--- src/clpt_consts.svh ---
`ifndef CLPT_CONSTS_SVH
`define CLPT_CONSTS_SVH

// Comma characters, control flag set
`define CLPT_COMMA_A      8'h3C
`define CLPT_COMMA_B      8'hBC
`define CLPT_COMMA_C      8'hFC

// Latency counter
`define CLPT_LAT_MAX      20'hFFFFF
`define CLPT_LAT_ZERO     20'h00000

// Pattern selection codes
`define CLPT_PAT_PRBS7    3'h0
`define CLPT_PAT_PRBS23   3'h1
`define CLPT_PAT_PRBS31   3'h2
`define CLPT_PAT_HF       3'h3
`define CLPT_PAT_LF       3'h4
`define CLPT_PAT_MF       3'h5
`define CLPT_PAT_CRPAT_L  3'h6
`define CLPT_PAT_CRPAT_S  3'h7
`define CLPT_PAT_RESET    3'h2

// Fixed pattern words, sent LSB first, period ten bits
`define CLPT_WORD_LF      10'h01F
`define CLPT_WORD_MF      10'h0DF
`define CLPT_WORD_CRS     10'h2B7

// Good bits needed before the checker claims sync
`define CLPT_SYNC_GOOD    6'h20

// Measurement clock: bit clocks per tick for each rate
`define CLPT_DIV_FULL     7'h08
`define CLPT_DIV_HALF     7'h04
`define CLPT_DIV_QUARTER  7'h02
`define CLPT_DIV_EIGHTH   7'h01

`endif

--- src/clpt_pkg.sv ---
package clpt_pkg;

    typedef struct packed {
        logic       ctrl;
        logic [7:0] data;
    } clpt_sym_t;

    typedef enum logic [2:0] {
        CLPT_LOOP_NONE,
        CLPT_LOOP_DEEP_REMOTE,
        CLPT_LOOP_SHALLOW_REMOTE,
        CLPT_LOOP_DEEP_LOCAL,
        CLPT_LOOP_SHALLOW_LOCAL
    } clpt_loop_t;

    typedef enum logic [1:0] {
        CLPT_RATE_FULL,
        CLPT_RATE_HALF,
        CLPT_RATE_QUARTER,
        CLPT_RATE_EIGHTH
    } clpt_rate_t;

    typedef enum logic [1:0] {
        CLPT_SW_IDLE,
        CLPT_SW_RUN,
        CLPT_SW_DONE
    } clpt_sw_state_t;

endpackage

--- src/clpt_top.sv ---
`include "clpt_consts.svh"

module clpt_top (
    // Clock, reset, enable
    input  wire logic                  clk_in,
    input  wire logic                  reset_n_in,
    input  wire logic                  ce_in,
    // Datapath symbols
    input  wire clpt_pkg::clpt_sym_t   line_rx_sym_in,
    input  wire clpt_pkg::clpt_sym_t   host_rx_sym_in,
    output clpt_pkg::clpt_sym_t        line_tx_sym_out,
    output clpt_pkg::clpt_sym_t        host_tx_sym_out,
    // Loopback control and link status
    input  wire clpt_pkg::clpt_loop_t  loop_mode_in,
    input  wire logic                  lane_aligned_in,
    input  wire logic                  host_link_ok_input,
    output logic                       host_link_ok_output,
    output logic                       link_ok_eff_out,
    // Pattern test
    input  wire logic                  pattern_test_enable_pin,
    input  wire logic [1:0]            pat_reg_en_in,
    input  wire logic [2:0]            pat_sel_in,
    input  wire logic                  pat_sel_wr_in,
    input  wire logic [3:0]            pass_sel_in,
    input  wire logic                  line_pat_rx_bit_in,
    input  wire logic                  host_pat_rx_bit_in,
    output logic                       line_pat_tx_bit_out,
    output logic                       host_pat_tx_bit_out,
    output logic [1:0]                 pattern_sync_flag,
    output logic                       pattern_check_ok_pin,
    // Latency stopwatch
    input  wire logic                  sw_start_sel_in,
    input  wire logic                  sw_stop_sel_in,
    input  wire clpt_pkg::clpt_rate_t  sw_rate_in,
    input  wire logic [1:0]            sw_div_in,
    input  wire logic                  sw_use_rcv_in,
    input  wire logic                  rcv_byte_tick_in,
    input  wire logic                  sw_read_lo_in,
    output logic                       sw_done_out,
    output logic [3:0]                 sw_count_hi_out,
    output logic [15:0]                sw_count_lo_out,
    output logic [7:0]                 sw_start_loc_out,
    output logic [7:0]                 sw_stop_loc_out
);

    localparam clpt_pkg::clpt_sym_t IDLE_SYM = 9'h000;

    function automatic logic is_comma(input clpt_pkg::clpt_sym_t s);
        return s.ctrl && (s.data == `CLPT_COMMA_A ||
            s.data == `CLPT_COMMA_B || s.data == `CLPT_COMMA_C);
    endfunction

    function automatic logic prbs_fb(input logic [30:0] s,
                                     input logic [2:0]  sel);
        case (sel)
            `CLPT_PAT_PRBS7, `CLPT_PAT_CRPAT_L: return s[6] ^ s[5];
            `CLPT_PAT_PRBS23:                   return s[22] ^ s[17];
            default:                            return s[30] ^ s[27];
        endcase
    endfunction

    function automatic logic word_bit(input logic [2:0] sel,
                                      input logic [3:0] ph);
        logic [9:0] w;
        case (sel)
            `CLPT_PAT_LF: w = `CLPT_WORD_LF;
            `CLPT_PAT_MF: w = `CLPT_WORD_MF;
            default:      w = `CLPT_WORD_CRS;
        endcase
        w = w >> ph;
        return (sel == `CLPT_PAT_HF) ? ph[0] : w[0];
    endfunction

    function automatic logic is_prbs(input logic [2:0] sel);
        return sel <= `CLPT_PAT_PRBS31 || sel == `CLPT_PAT_CRPAT_L;
    endfunction

    // Reset release and pin synchronisers
    logic rst_s1_q, rst_n;
    logic hok_s1_q, hok_s2_q, pen_s1_q, pen_s2_q;

    always_ff @(posedge clk_in or negedge reset_n_in) begin
        if (!reset_n_in) begin
            rst_s1_q <= 1'b0;
            rst_n    <= 1'b0;
        end else if (ce_in) begin
            rst_s1_q <= 1'b1;
            rst_n    <= rst_s1_q;
        end
    end

    always_ff @(posedge clk_in or negedge rst_n) begin
        if (!rst_n) begin
            hok_s1_q <= 1'b0;
            hok_s2_q <= 1'b0;
            pen_s1_q <= 1'b0;
            pen_s2_q <= 1'b0;
        end else if (ce_in) begin
            hok_s1_q <= host_link_ok_input;
            hok_s2_q <= hok_s1_q;
            pen_s1_q <= pattern_test_enable_pin;
            pen_s2_q <= pen_s1_q;
        end
    end

    // Loopback datapath
    clpt_pkg::clpt_loop_t mode_q;
    clpt_pkg::clpt_sym_t  lrx_q, hrx_q, line_tx_d, host_tx_d;
    logic                 align_wait_q, line_loop;

    assign line_loop = mode_q == clpt_pkg::CLPT_LOOP_DEEP_REMOTE ||
                       mode_q == clpt_pkg::CLPT_LOOP_SHALLOW_REMOTE;

    always_ff @(posedge clk_in or negedge rst_n) begin
        if (!rst_n) begin
            mode_q       <= clpt_pkg::CLPT_LOOP_NONE;
            align_wait_q <= 1'b0;
        end else if (ce_in) begin
            mode_q <= loop_mode_in;
            if (loop_mode_in != mode_q) begin
                align_wait_q <= 1'b1;
            end else if (lane_aligned_in) begin
                align_wait_q <= 1'b0;
            end
        end
    end

    always_comb begin
        line_tx_d = hrx_q;
        host_tx_d = lrx_q;
        case (mode_q)
            clpt_pkg::CLPT_LOOP_DEEP_REMOTE: begin
                line_tx_d = lrx_q;
                host_tx_d = lrx_q;
            end
            clpt_pkg::CLPT_LOOP_SHALLOW_REMOTE: begin
                line_tx_d = line_rx_sym_in;
                host_tx_d = lrx_q;
            end
            clpt_pkg::CLPT_LOOP_DEEP_LOCAL: begin
                host_tx_d = hrx_q;
                line_tx_d = hrx_q;
            end
            clpt_pkg::CLPT_LOOP_SHALLOW_LOCAL: begin
                host_tx_d = host_rx_sym_in;
                line_tx_d = IDLE_SYM;
            end
            default: begin
                line_tx_d = hrx_q;
                host_tx_d = lrx_q;
            end
        endcase
        if (align_wait_q && mode_q != clpt_pkg::CLPT_LOOP_NONE) begin
            line_tx_d = IDLE_SYM;
            host_tx_d = IDLE_SYM;
        end
    end

    always_ff @(posedge clk_in or negedge rst_n) begin
        if (!rst_n) begin
            lrx_q           <= IDLE_SYM;
            hrx_q           <= IDLE_SYM;
            line_tx_sym_out <= IDLE_SYM;
            host_tx_sym_out <= IDLE_SYM;
        end else if (ce_in) begin
            lrx_q           <= line_rx_sym_in;
            hrx_q           <= host_rx_sym_in;
            line_tx_sym_out <= line_tx_d;
            host_tx_sym_out <= host_tx_d;
        end
    end

    // Link-ok selection
    always_ff @(posedge clk_in or negedge rst_n) begin
        if (!rst_n) begin
            host_link_ok_output <= 1'b0;
            link_ok_eff_out     <= 1'b0;
        end else if (ce_in) begin
            host_link_ok_output <= lane_aligned_in && !align_wait_q;
            link_ok_eff_out     <= line_loop ? host_link_ok_output
                                             : hok_s2_q;
        end
    end

    // Pattern generators and checkers, index 0 host, 1 line
    logic [2:0]  pat_sel_q;
    logic [2:0]  side_sel  [2];
    logic [1:0]  pat_en;
    logic [1:0]  rx_bit;
    logic [30:0] gen_q     [2];
    logic [30:0] hist_q    [2];
    logic [3:0]  ph_q      [2];
    logic [5:0]  good_q    [2];
    logic [1:0]  err_q;
    logic [1:0]  gen_bit;
    logic [1:0]  exp_bit;

    always_ff @(posedge clk_in or negedge rst_n) begin
        if (!rst_n) begin
            pat_sel_q <= `CLPT_PAT_RESET;
        end else if (ce_in && pat_sel_wr_in) begin
            pat_sel_q <= pat_sel_in;
        end
    end

    assign side_sel[0] = (pat_sel_q > `CLPT_PAT_PRBS31) ?
                         `CLPT_PAT_PRBS31 : pat_sel_q;
    assign side_sel[1] = pat_sel_q;
    assign pat_en      = pat_reg_en_in | {2{pen_s2_q}};
    assign rx_bit      = {line_pat_rx_bit_in, host_pat_rx_bit_in};

    for (genvar i = 0; i < 2; i++) begin : g_side
        assign gen_bit[i] = is_prbs(side_sel[i]) ?
            prbs_fb(gen_q[i], side_sel[i]) : word_bit(side_sel[i], ph_q[i]);
        assign exp_bit[i] = is_prbs(side_sel[i]) ?
            prbs_fb(hist_q[i], side_sel[i]) :
            (side_sel[i] == `CLPT_PAT_HF ? hist_q[i][1] : hist_q[i][9]);

        always_ff @(posedge clk_in or negedge rst_n) begin
            if (!rst_n) begin
                gen_q[i]  <= 31'h7FFFFFFF;
                hist_q[i] <= 31'h00000000;
                ph_q[i]   <= 4'h0;
                good_q[i] <= 6'h00;
                err_q[i]  <= 1'b0;
            end else if (ce_in) begin
                if (!pat_en[i]) begin
                    good_q[i] <= 6'h00;
                    err_q[i]  <= 1'b0;
                end else begin
                    gen_q[i]  <= {gen_q[i][29:0], gen_bit[i]};
                    hist_q[i] <= {hist_q[i][29:0], rx_bit[i]};
                    ph_q[i]   <= (ph_q[i] == 4'h9) ? 4'h0 : ph_q[i] + 4'h1;
                    if (rx_bit[i] != exp_bit[i]) begin
                        good_q[i] <= 6'h00;
                        err_q[i]  <= err_q[i] | pattern_sync_flag[i];
                    end else if (good_q[i] != `CLPT_SYNC_GOOD) begin
                        good_q[i] <= good_q[i] + 6'h01;
                    end
                end
            end
        end
    end

    always_ff @(posedge clk_in or negedge rst_n) begin
        if (!rst_n) begin
            host_pat_tx_bit_out  <= 1'b0;
            line_pat_tx_bit_out  <= 1'b0;
            pattern_sync_flag    <= 2'b00;
            pattern_check_ok_pin <= 1'b0;
        end else if (ce_in) begin
            host_pat_tx_bit_out  <= pat_en[0] & gen_bit[0];
            line_pat_tx_bit_out  <= pat_en[1] & gen_bit[1];
            pattern_sync_flag[0] <= good_q[0] == `CLPT_SYNC_GOOD;
            pattern_sync_flag[1] <= good_q[1] == `CLPT_SYNC_GOOD;
            pattern_check_ok_pin <= pat_en[pass_sel_in[3]] &&
                                    !err_q[pass_sel_in[3]];
        end
    end

    // Latency stopwatch tick generation
    logic [6:0] pre_q, period;
    logic       tick;

    always_comb begin
        case (sw_rate_in)
            clpt_pkg::CLPT_RATE_FULL:    period = `CLPT_DIV_FULL;
            clpt_pkg::CLPT_RATE_HALF:    period = `CLPT_DIV_HALF;
            clpt_pkg::CLPT_RATE_QUARTER: period = `CLPT_DIV_QUARTER;
            default:                     period = `CLPT_DIV_EIGHTH;
        endcase
        period = period << sw_div_in;
    end

    assign tick = sw_use_rcv_in ? rcv_byte_tick_in
                                : (pre_q == 7'h00);

    always_ff @(posedge clk_in or negedge rst_n) begin
        if (!rst_n) begin
            pre_q <= 7'h00;
        end else if (ce_in) begin
            pre_q <= (pre_q == 7'h00) ? period - 7'h01 : pre_q - 7'h01;
        end
    end

    // Latency stopwatch state
    clpt_pkg::clpt_sw_state_t sw_q;
    logic [19:0]              cnt_q;
    clpt_pkg::clpt_sym_t      start_pt, stop_pt;
    logic                     start_c, stop_c;

    assign start_pt = sw_start_sel_in ? line_tx_sym_out : host_rx_sym_in;
    assign stop_pt  = sw_stop_sel_in  ? host_tx_sym_out : line_rx_sym_in;
    assign start_c  = is_comma(start_pt);
    assign stop_c   = is_comma(stop_pt);

    always_ff @(posedge clk_in or negedge rst_n) begin
        if (!rst_n) begin
            sw_q             <= clpt_pkg::CLPT_SW_IDLE;
            cnt_q            <= `CLPT_LAT_ZERO;
            sw_done_out      <= 1'b0;
            sw_start_loc_out <= 8'h00;
            sw_stop_loc_out  <= 8'h00;
        end else if (ce_in) begin
            case (sw_q)
                clpt_pkg::CLPT_SW_IDLE: begin
                    if (!sw_read_lo_in && start_c) begin
                        sw_q             <= clpt_pkg::CLPT_SW_RUN;
                        sw_start_loc_out <= start_pt.data;
                    end
                end
                clpt_pkg::CLPT_SW_RUN: begin
                    if (stop_c) begin
                        sw_q            <= clpt_pkg::CLPT_SW_DONE;
                        sw_done_out     <= 1'b1;
                        sw_stop_loc_out <= stop_pt.data;
                    end else if (sw_read_lo_in) begin
                        sw_q  <= clpt_pkg::CLPT_SW_IDLE;
                        cnt_q <= `CLPT_LAT_ZERO;
                    end else if (tick && cnt_q != `CLPT_LAT_MAX) begin
                        cnt_q <= cnt_q + 20'h00001;
                    end
                end
                clpt_pkg::CLPT_SW_DONE: begin
                    if (sw_read_lo_in) begin
                        sw_q             <= clpt_pkg::CLPT_SW_IDLE;
                        cnt_q            <= `CLPT_LAT_ZERO;
                        sw_done_out      <= 1'b0;
                        sw_start_loc_out <= 8'h00;
                        sw_stop_loc_out  <= 8'h00;
                    end
                end
                default: sw_q <= clpt_pkg::CLPT_SW_IDLE;
            endcase
        end
    end

    assign sw_count_hi_out = cnt_q[19:16];
    assign sw_count_lo_out = cnt_q[15:0];
endmodule

--- config.mk ---
export PLATFORM = sky130hd
export DESIGN_NAME = clpt_top
export DESIGN_NICKNAME = d
export VERILOG_FILES = /design/src/clpt_pkg.sv /design/src/clpt_top.sv
export VERILOG_INCLUDE_DIRS = /design/src
export SDC_FILE = /design/constraint.sdc
export NUM_CORES = 1
export LEC_CHECK = 0
export BUFFER_PORTS_ARGS = -buffer_cell sky130_fd_sc_hd__clkbuf_2
export CAP_MARGIN = 15
export CORE_UTILIZATION = 40
export DETAILED_ROUTE_END_ITERATION = 10
export HOLD_SLACK_MARGIN = 0.1
export PLACE_DENSITY = 0.69
export REMOVE_ABC_BUFFERS = 1
export SYNTH_ARGS = -nofsm -noshare
export SYNTH_HDL_FRONTEND = slang
export SYNTH_SLANG_ARGS = --single-unit
--- constraint.sdc ---
create_clock -name clk_in -period 21.6 [get_ports clk_in]
set_clock_uncertainty 0.05 [all_clocks]
set_input_delay 4.32 -clock clk_in [delete_from_list [all_inputs] [get_ports clk_in]]
set_output_delay 4.32 -clock clk_in [all_outputs]
set_load 0.005 [all_outputs]
==> metrics <==
outcome finished, final reports clean; Slew Viols, Final 0; Final ANT Viol Nets 0; Synth cell types 79; largest incremental delay on the critical path 620 ps; post-layout util 47.2%; clock root buffer clkbuf_16; core area 27,800 µm²; WL final 24,700 µm; Area Overhead vs Synth 16.1%; Rows 61; Initial Utilization 40.6%; CP Launch Type input pin; Clk pwr share 37.8%; routed vias/inst 5.16; critical path's slowest cell clkinv_1; Num Clock Sinks 244; RSZ-0062 raised after global routing false; die area 28,900 µm²; cell mode on critical path buf_4; clock buffer count from CTS 26; post-synthesis instance total 1,195; All-Layer GR Usage 17.5%; switching share of power 27.2%; cts hold-fix bufs 0; Worst Tran Pin Value 1120 ps; setup TNS 0 ps; FF-to-FF path depth 5; Final Critical Period 6480 ps; worst endpoint required time 22,010 ps; crit path kind input pin to register; CTS H-tree lvls 1; cell area after synthesis 11,300 µm²; Setup Viol. Count Final 0; Die X 170 µm; Final Hold Vio Count 0; post-route clock period utilization 30.0%; residual DRC count 0; # diodes 0; relative slew slack 25.6%; Seq pwr share 47.1%; Buffers on Ports 106; max frequency 154 MHz; worst-case clock buffer depth 3; Worst-path clk slew 60 ps; Fill cells 2,646; drt pass-1 iters 5; Power Density 100 nW/µm²; EDFF count, synth 0; vias in the first global route 8,308; Worst Path Max Fanout 41; first-pass GRT wire length 41,900 µm; Worst VDD drop 0.0459 mV; initial antenna violation count 0; Synth Warn # 0; asr flop ratio synth 100%; ys flop type dfrtp_1; die height 170 µm; setup bufs post-CTS 0; Max-cap violations 0; number of DRC markers in iteration 0 736; Worst EP arrival 6890 ps; placer congestion estimate 0.854; Static Leakage 6.19 nW; drt wl/cell 14.7 µm; PostCTS Resize Cnt 0; crit-path cells clkbuf_2, buf_4, clkinv_1, buf_4, nor2_4, buf_4, nand2_1, nand2_1; Logic pwr share 15.1%; Int Pwr 0.959 mW; HP Class register to async pin; post-synthesis sequential area ratio 54.8%; Seq cells post-synth 244; grt total ovfl 0; CTS tree built; critical path endpoint category register; fin nets 1,332; clock latency on the worst-skew pair 520 ps; Switching Power 0.358 mW; I/O Pins 110; layout cells sized above 1 22.5%; pin count of the biggest net entering global routing 205; Synth Area per Inst 9.45 µm²; DR vias 8,649; final HPWL from detailed placement 15,700 µm
==> layer usage <==
metal / part of all wire (%) / vias up / track usage [%] / wire [µm]
met2: 46 / 215 / 27.8 / 11300
met1: 48 / 4200 / 24.9 / 11800
met5: 0 / - / 0 / 0
li1: - / 4205 / - / -
met4: 1.5 / 0 / 4.27 / 362
met3: 5.1 / 29 / 2.88 / 1250
==> metrics by stage <==
stage                     power (mW)  hold WS, ps  instance area (µm²)  worst slack [ps]  std cells
after CTS                       1.33          283                13100             15180       1675
after detailed placement       0.825          280                12100             14630       1627
final                           1.32          262                13100             15120       1676
after global routing            1.39          312                13100             14920       1676
after floorplan                0.755          381                11000             13400       1136
after global placement         0.816          274                12100             14610       1627
==> placed cells by master, fill, tap and decap left out, types with 6 or more instances in the layout <==
master     count
nand2b_1       9
o21ai_0       41
buf_4          6
nor2b_1       10
dfstp_2       63
nor3b_1        7
xnor2_1       14
clkbuf_16     27
inv_1         19
a21o_1         9
and2_1         9
a211oi_1       7
dfrtp_1      180
a21oi_1       25
mux2_2        41
and3_1         7
ha_1           6
clkbuf_8       8
clkbuf_2     106
nor3_1        10
nand3_1       22
o31ai_1       13
o22ai_1       20
nand2_1      419
mux2i_1        6
nor2_1        73
o2bb2ai_1      8
o221ai_1      12
xor2_1        17
a31oi_1       10
==> power by group through the flow <==
stage / clock [mW] / sequential [mW] / combinational [mW]
2_1_floorplan: 0 / 0.611 / 0.144
3_3_place_gp: 0 / 0.623 / 0.192
3_5_place_dp: 0 / 0.627 / 0.198
4_1_cts: 0.510 / 0.620 / 0.200
5_1_grt: 0.531 / 0.634 / 0.227
6_report: 0.497 / 0.620 / 0.199
==> critical path: cells and delay by family <==
family,cells,cell delay (ps)
and+or+nand+nor,3,650
buffers and inverters,5,1900
==> flip-flops by register name, indices dropped and copies added (netlist names), 2 cells and up <==
| signal | flops |
|---|---|
| cnt_q | 20 |
| err_q | 2 |
| gen_q | 62 |
| good_q | 12 |
| hist_q | 62 |
| host_tx_sym_out | 9 |
| hrx_q | 9 |
| line_tx_sym_out | 9 |
| lrx_q | 9 |
| mode_q | 3 |
| pat_sel_q | 3 |
| pattern_sync_flag | 2 |
| ph_q | 4 |
| pre_q | 7 |
| sw_q | 2 |
| sw_start_loc_out | 8 |
| sw_stop_loc_out | 8 |
==> logic make-up (layout without fill, tap and decap cells) <==
kind of cell	Yosys count	count (layout)	synth area share [%]
muxes	47	47	4.62
DFF	244	244	54.8
xor gates and xnor gates	31	31	2.40
adders and majority gates	6	6	0.665
and+or+nand+nor	600	600	22.8
buffers and inverters	80	183	3.20
AOI/OAI and AO/OA	187	187	11.5
==> cell usage after synthesis (10+ instances only) <==
cell type  number  area [µm²]
clkbuf_1       46         173
a21oi_1        25         125
o31ai_1        13        97.6
o22ai_1        20         125
nand2_1       420        1580
mux2_2         41         462
nor3_1         10        50.1
o21ai_0        42         210
inv_1          19        71.3
xor2_1         17         149
o221ai_1       12         105
a31oi_1        10        62.6
nor2_1         75         282
dfstp_2        63        1660
nor2b_1        10        62.6
nand3_1        22         110
dfrtp_1       181        4530
xnor2_1        14         123
==> final timing paths <==
check                      startpoint                  end  slack [ps]
max reg2reg                 mode_q[0]   line_tx_sym_out[7]       18870
min reg2reg                     rst_n  line_pat_tx_bit_out         260
max in group asynchronous  reset_n_in                rst_n       17870
max                             ce_in           hist_q[27]       15120
min                             rst_n  line_pat_tx_bit_out         260
min in group clk_in         gen_q[13]            gen_q[14]         400
==> layout make-up <==
class	instances	area, µm²	share of cell area [%]
sequential	244	6190	47.2
timing repair buffer	114	616	4.70
clock inverter	9	175	1.34
tap	378	473	3.61
clock buffer	39	801	6.11
inverter	21	78.8	0.601
multi-input combinational	871	4770	36.4
No activity file was read; power rests on OpenSTA's default activity.
